`config.mk`:
```
export PLATFORM = sky130hd
export DESIGN_NAME = can_acceptance_filter_router
export DESIGN_NICKNAME = d
export VERILOG_FILES = /design/src/rtl/can_filter_match.v /design/src/rtl/can_filter_prio.v /design/src/rtl/can_acceptance_filter_router.v
export VERILOG_INCLUDE_DIRS = /design/src /design/src/rtl
export SDC_FILE = /design/constraint.sdc
export NUM_CORES = 2
export LEC_CHECK = 0
export ABC_CLOCK_PERIOD_IN_PS = 6200
export BUFFER_PORTS_ARGS = -buffer_cell sky130_fd_sc_hd__buf_4
export CAP_MARGIN = 25
export CORE_MARGIN = 2
export CORE_UTILIZATION = 45
export DETAILED_ROUTE_END_ITERATION = 10
export GPL_TIMING_DRIVEN = 1
export PLACE_DENSITY = 0.73
export SETUP_SLACK_MARGIN = 0.4
export SLEW_MARGIN = 0
export SYNTH_ARGS = -nofsm -noshare
export SYNTH_HDL_FRONTEND = slang
export SYNTH_SLANG_ARGS = --single-unit
```
`constraint.sdc`:
```
create_clock -name SYS_CLK -period 6.2 [get_ports SYS_CLK]
set_clock_uncertainty 0.1 [all_clocks]
set_input_delay 1.24 -clock SYS_CLK [delete_from_list [all_inputs] [get_ports SYS_CLK]]
set_output_delay 1.24 -clock SYS_CLK [all_outputs]
set_load 0.02 [all_outputs]
```
`src/rtl/can_filter_regs.vh`:
```
`ifndef CAN_FILTER_REGS_VH
`define CAN_FILTER_REGS_VH

// register word indices (byte address = 4 * index)
`define OFS_FILTER_ENABLE      7'h00
`define OFS_BUF_PTR_0_3        7'h01
`define OFS_BUF_PTR_4_7        7'h02
`define OFS_BUF_PTR_8_11       7'h03
`define OFS_BUF_PTR_12_15      7'h04
`define OFS_MASK_SEL_0_7       7'h05
`define OFS_MASK_SEL_8_15      7'h06
`define OFS_MASK_SID_BASE      7'h08
`define OFS_MASK_EID_BASE      7'h0C
`define OFS_RX_FULL            7'h10
`define OFS_LAST_HIT           7'h11
`define OFS_FILT_SID_BASE      7'h20
`define OFS_FILT_EID_BASE      7'h30

// field positions in the standard identifier word
`define SID_MSB                15
`define SID_LSB                5
`define FRAME_TYPE_BIT         3
`define SID_WRITE_MASK         16'hFFEB

// reset values
`define RST_FILTER_ENABLE      16'hFFFF
`define RST_BUF_PTR            16'h0000
`define RST_MASK_SEL           16'h0000

// pointer value that routes to the receive fifo
`define PTR_FIFO               4'hF

// read latency of the register slave in cycles
`define BUS_WAIT_CYCLES        2'h1

`endif

```
`src/rtl/can_filter_match.v`:
```
`include "can_filter_regs.vh"

// one filter compare against a selected mask
module can_filter_match (
	input  wire [15:0] filt_sid,
	input  wire [15:0] filt_eid,
	input  wire [15:0] mask_sid,
	input  wire [15:0] mask_eid,
	input  wire        enable,
	input  wire [28:0] frame_id,
	input  wire        frame_ext,
	output wire        hit
);
	wire [28:0] filt_id;
	wire [28:0] mask_id;
	wire        id_ok;
	wire        type_ok;

	// identifier layout: sid(11) then extended high(2) and low(16)
	assign filt_id = {filt_sid[15:5], filt_sid[1:0], filt_eid};
	// a standard frame compares only sid bits; extended bits are don't-care
	assign mask_id = {mask_sid[15:5], {18{frame_ext}} & {mask_sid[1:0], mask_eid}};
	assign id_ok   = ~|((filt_id ^ frame_id) & mask_id);
	// frame-type check on the mask gates the filter's frame-type select
	assign type_ok = ~mask_sid[`FRAME_TYPE_BIT] |
	                 (filt_sid[`FRAME_TYPE_BIT] == frame_ext);
	assign hit     = enable & id_ok & type_ok;
endmodule // can_filter_match

```
`src/rtl/can_filter_prio.v`:
```
// lowest-numbered hit wins
module can_filter_prio (
	input  wire [15:0] hits,
	output reg         any,
	output reg  [3:0]  index
);
	integer i;

	// scan downward so the lowest set bit is last assigned
	always @* begin
		any   = |hits;
		index = 4'h0;
		for (i = 15; i >= 0; i = i - 1) begin
			if (hits[i]) begin
				index = i[3:0];
			end
		end
	end
endmodule // can_filter_prio

```
`src/rtl/can_acceptance_filter_router.v`:
```
`include "can_filter_regs.vh"

// What this block does
// - sixteen filters 0..15, each with standard and extended identifier registers
// - pointer all ones sends the accepted frame to the receive fifo
// - pointer 0..14 sends the accepted frame to that numbered buffer
// - pointers for filters 8..15 four per register, highest filter in top nibble
// - 11-bit standard id in bits 15-5; unmasked bits must equal frame bits
// - 18-bit extended id: high two bits in sid word 1-0, low in eid word
// - with type check set, bit 3 picks extended (1) or standard (0) frames
// - with type check clear, frame type ignored, either format may match
// - bits 4 and 2 of the standard id register read as zero
// - two-bit mask source: 00 mask 0, 01 mask 1, 10 mask 2
// - mask sources for filters 0..7 in one register, filter 7 at top
// - mask bit one compares that id bit, zero makes it don't-care
// - mask type check bit forces frame format to agree with filter select
// - only enabled filters can hit
// - storing into a buffer sets its full flag, software clears it
module can_acceptance_filter_router (
	input  wire        SYS_CLK,
	input  wire        SYS_RST,
	input  wire [8:0]  AVS_ADDRESS,
	input  wire        AVS_READ,
	input  wire        AVS_WRITE,
	input  wire [31:0] AVS_WRITEDATA,
	input  wire [3:0]  AVS_BYTEENABLE,
	output reg  [31:0] AVS_READDATA,
	output reg         AVS_WAITREQUEST,
	input  wire        RX_FRAME_VALID,
	input  wire [28:0] RX_FRAME_ID,
	input  wire        RX_FRAME_EXT,
	output reg         ACCEPT_VALID,
	output reg         ACCEPT_TO_FIFO,
	output reg  [3:0]  ACCEPT_BUFFER,
	output reg  [3:0]  ACCEPT_FILTER
);
	localparam ST_IDLE = 2'h0;
	localparam ST_ACK  = 2'h1;
	localparam ST_DONE = 2'h2;

	// filter identifier words carry no reset value
	reg  [15:0] filt_sid_mem [0:15];
	reg  [15:0] filt_eid_mem [0:15];
	reg  [15:0] mask_sid_mem [0:2];
	reg  [15:0] mask_eid_mem [0:2];
	reg  [15:0] filter_enable_reg;
	reg  [63:0] buf_ptr_reg;
	reg  [31:0] mask_sel_reg;
	reg  [15:0] rx_full_reg;
	reg  [15:0] rx_full_next;
	reg  [7:0]  last_hit_reg;
	reg  [1:0]  state_reg;
	reg  [1:0]  state_next;
	reg  [31:0] rdata_next;
	reg  [1:0]  sel_tmp;

	wire [6:0]  word_idx;
	wire [15:0] wdata;
	wire [15:0] hits;
	wire        any_hit;
	wire [3:0]  win_idx;
	wire [3:0]  win_ptr;
	wire        bus_req;
	wire        wr_take;
	wire        byte_lo;
	wire        byte_hi;
	// address decode and frame strobes shared by several processes
	wire        rd_take;
	wire        sel_filt_sid;
	wire        sel_filt_eid;
	wire        sel_mask_sid;
	wire        sel_mask_eid;
	wire        frame_take;
	wire        route_fifo;
	wire [15:0] clr_keep;

	assign word_idx = AVS_ADDRESS[8:2];
	assign wdata    = AVS_WRITEDATA[15:0];
	assign byte_lo  = AVS_BYTEENABLE[0];
	assign byte_hi  = AVS_BYTEENABLE[1];
	assign bus_req  = AVS_READ | AVS_WRITE;
	// a write lands at the edge where waitrequest is seen low, i.e. in the ack state
	assign wr_take  = AVS_WRITE & (state_reg == ST_ACK);
	// read data is captured at the taking edge and stands through the ack cycle
	assign rd_take  = AVS_READ & (state_reg == ST_IDLE);

	// merge a 16-bit write into a stored word under the byte enables
	function [15:0] merge16;
		input [15:0] old_val;
		input [15:0] new_val;
		input        lo;
		input        hi;
		begin
			merge16 = {hi ? new_val[15:8] : old_val[15:8], lo ? new_val[7:0] : old_val[7:0]};
		end
	endfunction

	// two-bit mask source field for filter n
	function [1:0] mask_sel_of;
		input [31:0] sel;
		input integer n;
		begin
			mask_sel_of = sel[n * 2 +: 2];
		end
	endfunction

	// reserved mask source 11 folds onto mask 0 rather than reading a fourth mask
	function [1:0] mask_pick;
		input [1:0] sel;
		begin
			mask_pick = (sel == 2'h3) ? 2'h0 : sel;
		end
	endfunction

	// true when a word index falls inside a block of count words at base
	function in_block;
		input [6:0] idx;
		input [6:0] base;
		input [6:0] count;
		begin
			in_block = (idx >= base) && (idx < base + count);
		end
	endfunction

	// standard identifier words hold nothing in bits 4 and 2
	function [15:0] sid_clean;
		input [15:0] val;
		begin
			sid_clean = val & `SID_WRITE_MASK;
		end
	endfunction

	// four-bit destination pointer for filter n
	function [3:0] ptr_of;
		input [63:0] ptrs;
		input [3:0]  n;
		begin
			ptr_of = ptrs[{n, 2'h0} +: 4];
		end
	endfunction

	// per-filter compare; reserved mask source 11 is treated as mask 0
	genvar g;
	generate
		for (g = 0; g < 16; g = g + 1) begin : gen_filt
			wire [1:0] sel = mask_sel_of(mask_sel_reg, g);
			wire [1:0] msk = mask_pick(sel);
			can_filter_match u_match (
				.filt_sid  (filt_sid_mem[g]),
				.filt_eid  (filt_eid_mem[g]),
				.mask_sid  (mask_sid_mem[msk]),
				.mask_eid  (mask_eid_mem[msk]),
				.enable    (filter_enable_reg[g]),
				.frame_id  (RX_FRAME_ID),
				.frame_ext (RX_FRAME_EXT),
				.hit       (hits[g])
			);
		end
	endgenerate

	can_filter_prio u_prio (
		.hits  (hits),
		.any   (any_hit),
		.index (win_idx)
	);

	assign win_ptr = ptr_of(buf_ptr_reg, win_idx);

	// address decode of the identifier and mask word blocks
	assign sel_filt_sid = in_block(word_idx, `OFS_FILT_SID_BASE, 7'h10);
	assign sel_filt_eid = in_block(word_idx, `OFS_FILT_EID_BASE, 7'h10);
	assign sel_mask_sid = in_block(word_idx, `OFS_MASK_SID_BASE, 7'h03);
	assign sel_mask_eid = in_block(word_idx, `OFS_MASK_EID_BASE, 7'h03);

	// a frame is taken when it is strobed and some enabled filter hits
	assign frame_take = RX_FRAME_VALID & any_hit;
	assign route_fifo = (win_ptr == `PTR_FIFO);
	assign clr_keep   = merge16(16'hFFFF, wdata, byte_lo, byte_hi);

	// bus handshake: an access taken in idle waits one cycle, then acks; the done state adds one rest cycle before the next
	always @* begin
		state_next = state_reg;
		case (state_reg)
			ST_IDLE: begin
				if (bus_req) begin
					state_next = ST_ACK;
				end
			end
			ST_ACK: begin
				state_next = ST_DONE;
			end
			ST_DONE: begin
				state_next = ST_IDLE;
			end
			default: begin
				state_next = ST_IDLE;
			end
		endcase
	end

	// read mux; unmapped words read as zero
	always @* begin
		rdata_next = 32'h00000000;
		sel_tmp    = 2'h0;
		if (sel_filt_sid) begin
			rdata_next[15:0] = sid_clean(filt_sid_mem[word_idx[3:0]]);
		end else if (sel_filt_eid) begin
			rdata_next[15:0] = filt_eid_mem[word_idx[3:0]];
		end else if (sel_mask_sid) begin
			sel_tmp          = word_idx[1:0];
			rdata_next[15:0] = sid_clean(mask_sid_mem[sel_tmp]);
		end else if (sel_mask_eid) begin
			sel_tmp          = word_idx[1:0];
			rdata_next[15:0] = mask_eid_mem[sel_tmp];
		end else begin
			case (word_idx)
				`OFS_FILTER_ENABLE:  rdata_next[15:0] = filter_enable_reg;
				`OFS_BUF_PTR_0_3:    rdata_next[15:0] = buf_ptr_reg[15:0];
				`OFS_BUF_PTR_4_7:    rdata_next[15:0] = buf_ptr_reg[31:16];
				`OFS_BUF_PTR_8_11:   rdata_next[15:0] = buf_ptr_reg[47:32];
				`OFS_BUF_PTR_12_15:  rdata_next[15:0] = buf_ptr_reg[63:48];
				`OFS_MASK_SEL_0_7:   rdata_next[15:0] = mask_sel_reg[15:0];
				`OFS_MASK_SEL_8_15:  rdata_next[15:0] = mask_sel_reg[31:16];
				`OFS_RX_FULL:        rdata_next[15:0] = rx_full_reg;
				`OFS_LAST_HIT:       rdata_next[15:0] = {8'h00, last_hit_reg};
				default:             rdata_next = 32'h00000000;
			endcase
		end
	end

	// full flags: hardware set wins over a software clear in the same cycle
	always @* begin
		rx_full_next = rx_full_reg;
		// software clears a flag by writing zero to it in an enabled byte
		if (wr_take && word_idx == `OFS_RX_FULL) begin
			rx_full_next = rx_full_reg & clr_keep;
		end
		if (frame_take && !route_fifo) begin
			rx_full_next[win_ptr] = 1'b1;
		end
	end

	// bus slave handshake: waitrequest and read data come straight from flops
	always @(posedge SYS_CLK or posedge SYS_RST) begin
		if (SYS_RST) begin
			state_reg       <= ST_IDLE;
			AVS_WAITREQUEST <= 1'b1;
			AVS_READDATA    <= 32'h00000000;
		end else begin
			state_reg       <= state_next;
			AVS_WAITREQUEST <= ~(state_next == ST_ACK);
			if (rd_take) begin
				AVS_READDATA <= rdata_next;
			end
		end
	end

	// receive buffer full flags; only reset or software clears them
	always @(posedge SYS_CLK or posedge SYS_RST) begin
		if (SYS_RST) begin
			rx_full_reg <= 16'h0000;
		end else begin
			rx_full_reg <= rx_full_next;
		end
	end

	// control registers, written under the byte enables at the acked edge
	always @(posedge SYS_CLK or posedge SYS_RST) begin
		if (SYS_RST) begin
			filter_enable_reg <= `RST_FILTER_ENABLE;
			buf_ptr_reg       <= {4{`RST_BUF_PTR}};
			mask_sel_reg      <= {2{`RST_MASK_SEL}};
		end else begin
			if (wr_take) begin
				case (word_idx)
					`OFS_FILTER_ENABLE:  filter_enable_reg  <= merge16(filter_enable_reg, wdata, byte_lo, byte_hi);
					`OFS_BUF_PTR_0_3:    buf_ptr_reg[15:0]  <= merge16(buf_ptr_reg[15:0], wdata, byte_lo, byte_hi);
					`OFS_BUF_PTR_4_7:    buf_ptr_reg[31:16] <= merge16(buf_ptr_reg[31:16], wdata, byte_lo, byte_hi);
					`OFS_BUF_PTR_8_11:   buf_ptr_reg[47:32] <= merge16(buf_ptr_reg[47:32], wdata, byte_lo, byte_hi);
					`OFS_BUF_PTR_12_15:  buf_ptr_reg[63:48] <= merge16(buf_ptr_reg[63:48], wdata, byte_lo, byte_hi);
					`OFS_MASK_SEL_0_7:   mask_sel_reg[15:0] <= merge16(mask_sel_reg[15:0], wdata, byte_lo, byte_hi);
					`OFS_MASK_SEL_8_15:  mask_sel_reg[31:16] <= merge16(mask_sel_reg[31:16], wdata, byte_lo, byte_hi);
					default: begin
					end
				endcase
			end
		end
	end

	// identifier and mask memories have no reset, so they stay undefined until written
	// filter standard words drop bits 4 and 2 on the way in
	always @(posedge SYS_CLK) begin
		if (wr_take && sel_filt_sid) begin
			filt_sid_mem[word_idx[3:0]] <= sid_clean(merge16(filt_sid_mem[word_idx[3:0]], wdata,
			                                                 byte_lo, byte_hi));
		end
	end

	// filter extended words
	always @(posedge SYS_CLK) begin
		if (wr_take && sel_filt_eid) begin
			filt_eid_mem[word_idx[3:0]] <= merge16(filt_eid_mem[word_idx[3:0]], wdata, byte_lo, byte_hi);
		end
	end

	// mask standard words, same unimplemented bits as the filters
	always @(posedge SYS_CLK) begin
		if (wr_take && sel_mask_sid) begin
			mask_sid_mem[word_idx[1:0]] <= sid_clean(merge16(mask_sid_mem[word_idx[1:0]], wdata,
			                                                 byte_lo, byte_hi));
		end
	end

	// mask extended words
	always @(posedge SYS_CLK) begin
		if (wr_take && sel_mask_eid) begin
			mask_eid_mem[word_idx[1:0]] <= merge16(mask_eid_mem[word_idx[1:0]], wdata, byte_lo, byte_hi);
		end
	end

	// routing result, registered one cycle after the frame strobe
	always @(posedge SYS_CLK or posedge SYS_RST) begin
		if (SYS_RST) begin
			ACCEPT_VALID   <= 1'b0;
			ACCEPT_TO_FIFO <= 1'b0;
			ACCEPT_BUFFER  <= 4'h0;
			ACCEPT_FILTER  <= 4'h0;
		end else begin
			ACCEPT_VALID <= frame_take;
			if (frame_take) begin
				ACCEPT_TO_FIFO <= route_fifo;
				ACCEPT_BUFFER  <= win_ptr;
				ACCEPT_FILTER  <= win_idx;
			end
		end
	end

	// last accepted filter index and fifo flag for software; the top bit marks that one was seen
	always @(posedge SYS_CLK or posedge SYS_RST) begin
		if (SYS_RST) begin
			last_hit_reg <= 8'h00;
		end else if (frame_take) begin
			last_hit_reg <= {3'h4, route_fifo, win_idx};
		end
	end
endmodule // can_acceptance_filter_router

```
==> impl_metrics.env <==
export IMPL_outcome="complete, no violations"
export IMPL_async_flop_share_pct=21.70
export IMPL_htreeDepth=3
export IMPL_cts_tree="built"
export IMPL_critPathMaxFanout=26
export IMPL_finalCritPeriodShare_pct=94.80
export IMPL_fin_area_sq_mm=0.05794
export IMPL_place_inst=5996
export IMPL_start_util_pct=45.46
export IMPL_stdcell_count=6165
export IMPL_seq_area_sq_mm=0.02117
export IMPL_ys_dominant_reg_cell="edfxtp_1"
export IMPL_hpwl_microns=150000
export IMPL_clock_path_buffers=3
export IMPL_gp_congestion=1.103
export IMPL_synth_top_cell_area_share_pct=32.31
export IMPL_pin_count=123
export IMPL_cp_required_ns=6.69
export IMPL_die_y_microns=347.1
export IMPL_core_area_sq_mm=0.1165
export IMPL_yosys_top_cells_area="edfxtp_1 (32%), mux2i_1 (13%), a211oi_1 (9.8%), mux4_2 (6.7%), dfrtp_1 (6.7%)"
export IMPL_cp_end_kind="flop"
export IMPL_maxSlewViolCount=0
export IMPL_nets=4648
export IMPL_slew_headroom_pct=18.21
export IMPL_min_period_ns=5.878
export IMPL_antenna_found_initial=28
export IMPL_dieArea_sq_mm=0.1205
export IMPL_min_path_type="flop to flop"
export IMPL_syn_to_final_growth_pct=9.378
export IMPL_cts_buffers=79
export IMPL_synth_area_sq_mm=0.05297
export IMPL_grtUsageMet3_pct=14.21
export IMPL_synth_top_area_cell="edfxtp_1"
export IMPL_max_clock_freq_mhz=170.1
export IMPL_via_per_inst=7.254
export IMPL_die_w_microns=347.1
export IMPL_syn_avg_cell_area_sq_um=11.10
export IMPL_maxCapViolations=0
export IMPL_cts_root_buffer="clkbuf_16"
export IMPL_drt_wl_total_microns=225100
export IMPL_cp_arrival_ns=6.37
export IMPL_p_leak_nw=18.22
export IMPL_clock_sinks=728
export IMPL_clk_latency_ns=0.69
export IMPL_ant_nets=0
export IMPL_drive_gt1_share_pct=19.29
export IMPL_largest_reg_flops=256
export IMPL_top_usage_layer="met2"
export IMPL_synth_edf_count=570
export IMPL_setup_viol=0
export IMPL_dpl_cell_area_sq_mm=0.05500
export IMPL_power_density_mw_per_mm2=216.2
export IMPL_globalRouteMet2Util_pct=49.81
export IMPL_tns_ns=0
export IMPL_grt_pass1_wl_microns=308600
export IMPL_grt_max_degree=69
export IMPL_ys_seq_area_share_pct=39.82
export IMPL_rows=125
export IMPL_portBuffers=86
export IMPL_tightest_slew_ns=1.227
export IMPL_rsz0062_at_grt="yes"
export IMPL_grt_pass1_vias=40930
export IMPL_routedWlPerCell_microns=36.51
export IMPL_clk_pin_slew_ns=0.06
export IMPL_synthCells=4771
export IMPL_yosysWarnings=0
export IMPL_final_fill_count=10170
export IMPL_drc=0
export IMPL_grt_util_met1_pct=44.70
export IMPL_postCtsHoldBufs=0
export IMPL_ir_drop_v=0.0001948
export IMPL_synth_ff_latch_count=728
export IMPL_vias=44720
export IMPL_multi_input_area_sq_mm=0.02938
export IMPL_hold_viol=0
export IMPL_dr_pass1_iters=7
export IMPL_grt_overflow=0
export IMPL_netlist_cell_type_count=84
export IMPL_crit_type="flop to flop"
export IMPL_grt_use_total_pct=35.73
export IMPL_first_iter_violations=7761
export IMPL_start_kind="flop"
-- layout by cell type, fill, tap and decap left out, types with 10 or more instances in the layout --
master     netlist  final
o211ai_1        42     42
edfxtp_1       570    570
bufinv_16        0     10
nand4_1         20     20
nor2_2           0     15
clkinv_1         2     13
xnor2_1        340    340
mux2_2         168    168
a22oi_1         50     50
a21oi_1        102    102
conb_1           1     16
mux2i_1        663    663
or4_1           55     55
o21ai_0         74     74
mux4_2         158    158
dfrtp_2          0     16
dfrtp_4          0     16
nand2_1        167    167
nor2b_1        374    374
buf_12           1     19
xor2_1         140    140
a221oi_1        36     35
clkbuf_16        0     83
clkinv_2         0     17
diode_2          0     11
buf_4           25    287
nor4_1          30     24
dfrtp_1        141    109
o41ai_1         13     13
nor2_1         106     84
nor3_2           0     11
a22o_1          24     24
nand3_1         17     17
a211oi_1       689    689
clkbuf_1       346     13
dfstp_2         17     17
-- logic make-up after synthesis --
| group | share of synthesized area, % |
|---|---|
| AOI/OAI and AO/OA | 15.04 |
| xor gates and xnor gates | 7.937 |
| other | 0.007080 |
| muxes | 23.10 |
| and+or+nand+nor | 8.858 |
| buffers and inverters | 5.239 |
| DFF | 39.82 |
-- worst paths after layout --
path                       depth (start not counted)  slack [ns]             start               end
setup reg to reg                                  15        0.32  mask_sel_reg[15]    rx_full_reg[4]
hold / removal                                     1        0.35      state_reg[1]      state_reg[1]
setup / recovery                                  15        0.32  mask_sel_reg[15]    rx_full_reg[4]
min in group asynchronous                          2        0.45           SYS_RST  AVS_READDATA[10]
max in group asynchronous                          3        4.23           SYS_RST  mask_sel_reg[27]
hold reg to reg                                    1        0.35      state_reg[1]      state_reg[1]
-- cells in the mapped netlist, types with 36 or more instances --
| master | number |
|---|---|
| buf_2 | 126 |
| a22oi_1 | 50 |
| mux2i_1 | 663 |
| mux4_2 | 158 |
| edfxtp_1 | 570 |
| mux2_2 | 168 |
| nor2b_1 | 374 |
| clkbuf_1 | 346 |
| o211ai_1 | 42 |
| o21ai_0 | 74 |
| a21oi_1 | 102 |
| or4_1 | 55 |
| a221oi_1 | 36 |
| buf_1 | 102 |
| dfrtp_1 | 141 |
| nor2_1 | 106 |
| nand2_1 | 167 |
| a211oi_1 | 689 |
| xor2_1 | 140 |
| xnor2_1 | 340 |
-- power by group --
| part | switching, W | internal [W] | leakage [nW] | total, W |
|---|---|---|---|---|
| Combinational | 0.00124 | 0.000673 | 9.72 | 0.00191 |
| Clock | 0.00212 | 0.00288 | 1.31 | 0.00500 |
| Sequential | 0.000186 | 0.00543 | 7.19 | 0.00561 |
| Total | 0.00355 | 0.00898 | 18.2 | 0.0125 |
-- stage by stage --
step / total power [W] / hold WS, ns / worst slack [ns] / util, %
floorplan: 0.006728 / 0.3149 / 0.6249 / -
global placement: 0.007447 / 0.3274 / 0.2080 / 47.16
detailed placement: 0.007486 / 0.3433 / 0.1181 / 47.21
CTS: 0.01237 / 0.3519 / 0.4868 / 49.47
global route: 0.01273 / 0.3642 / 0.3717 / 49.71
finish: 0.01253 / 0.3477 / 0.3221 / 49.72
-- critical path, stage by stage (launching register included) --
cell	delay [ns]
dfrtp_4	0.92
buf_12	0.32
mux2_2	0.37
o211ai_1	0.36
nand4_1	0.28
o41a_1	0.57
or4_4	0.65
nand2_1	0.12
a311oi_1	0.09
o32ai_2	0.34
buf_4	0.19
mux2_2	0.32
o22ai_1	0.27
o21ba_1	0.24
a211o_1	0.37
o21ai_1	0.19
-- what timing repair did --
item	in CTS	in global routing
resized for setup	0	2
buffers inserted	0	9
endpoints found under the setup margin	0	17
-- area by class of cell --
| cell class | count | area share (%) |
|---|---|---|
| Tap cell | 1524 | 3.291 |
| Inverter | 11 | 0.07990 |
| Antenna cell | 11 | 0.04751 |
| Multi-Input combinational cell | 3428 | 50.71 |
| Clock buffer | 98 | 3.717 |
| Sequential cell | 728 | 36.54 |
| Timing Repair Buffer | 320 | 4.764 |
| Clock inverter | 45 | 0.8444 |
-- routing by layer --
metal	wire length, microns	share of wire (%)
met3	37040	16
met2	89850	40
met5	153	0.068
met4	20940	9.3
met1	77110	34
Note: power is estimated with default switching activity, not from simulation.
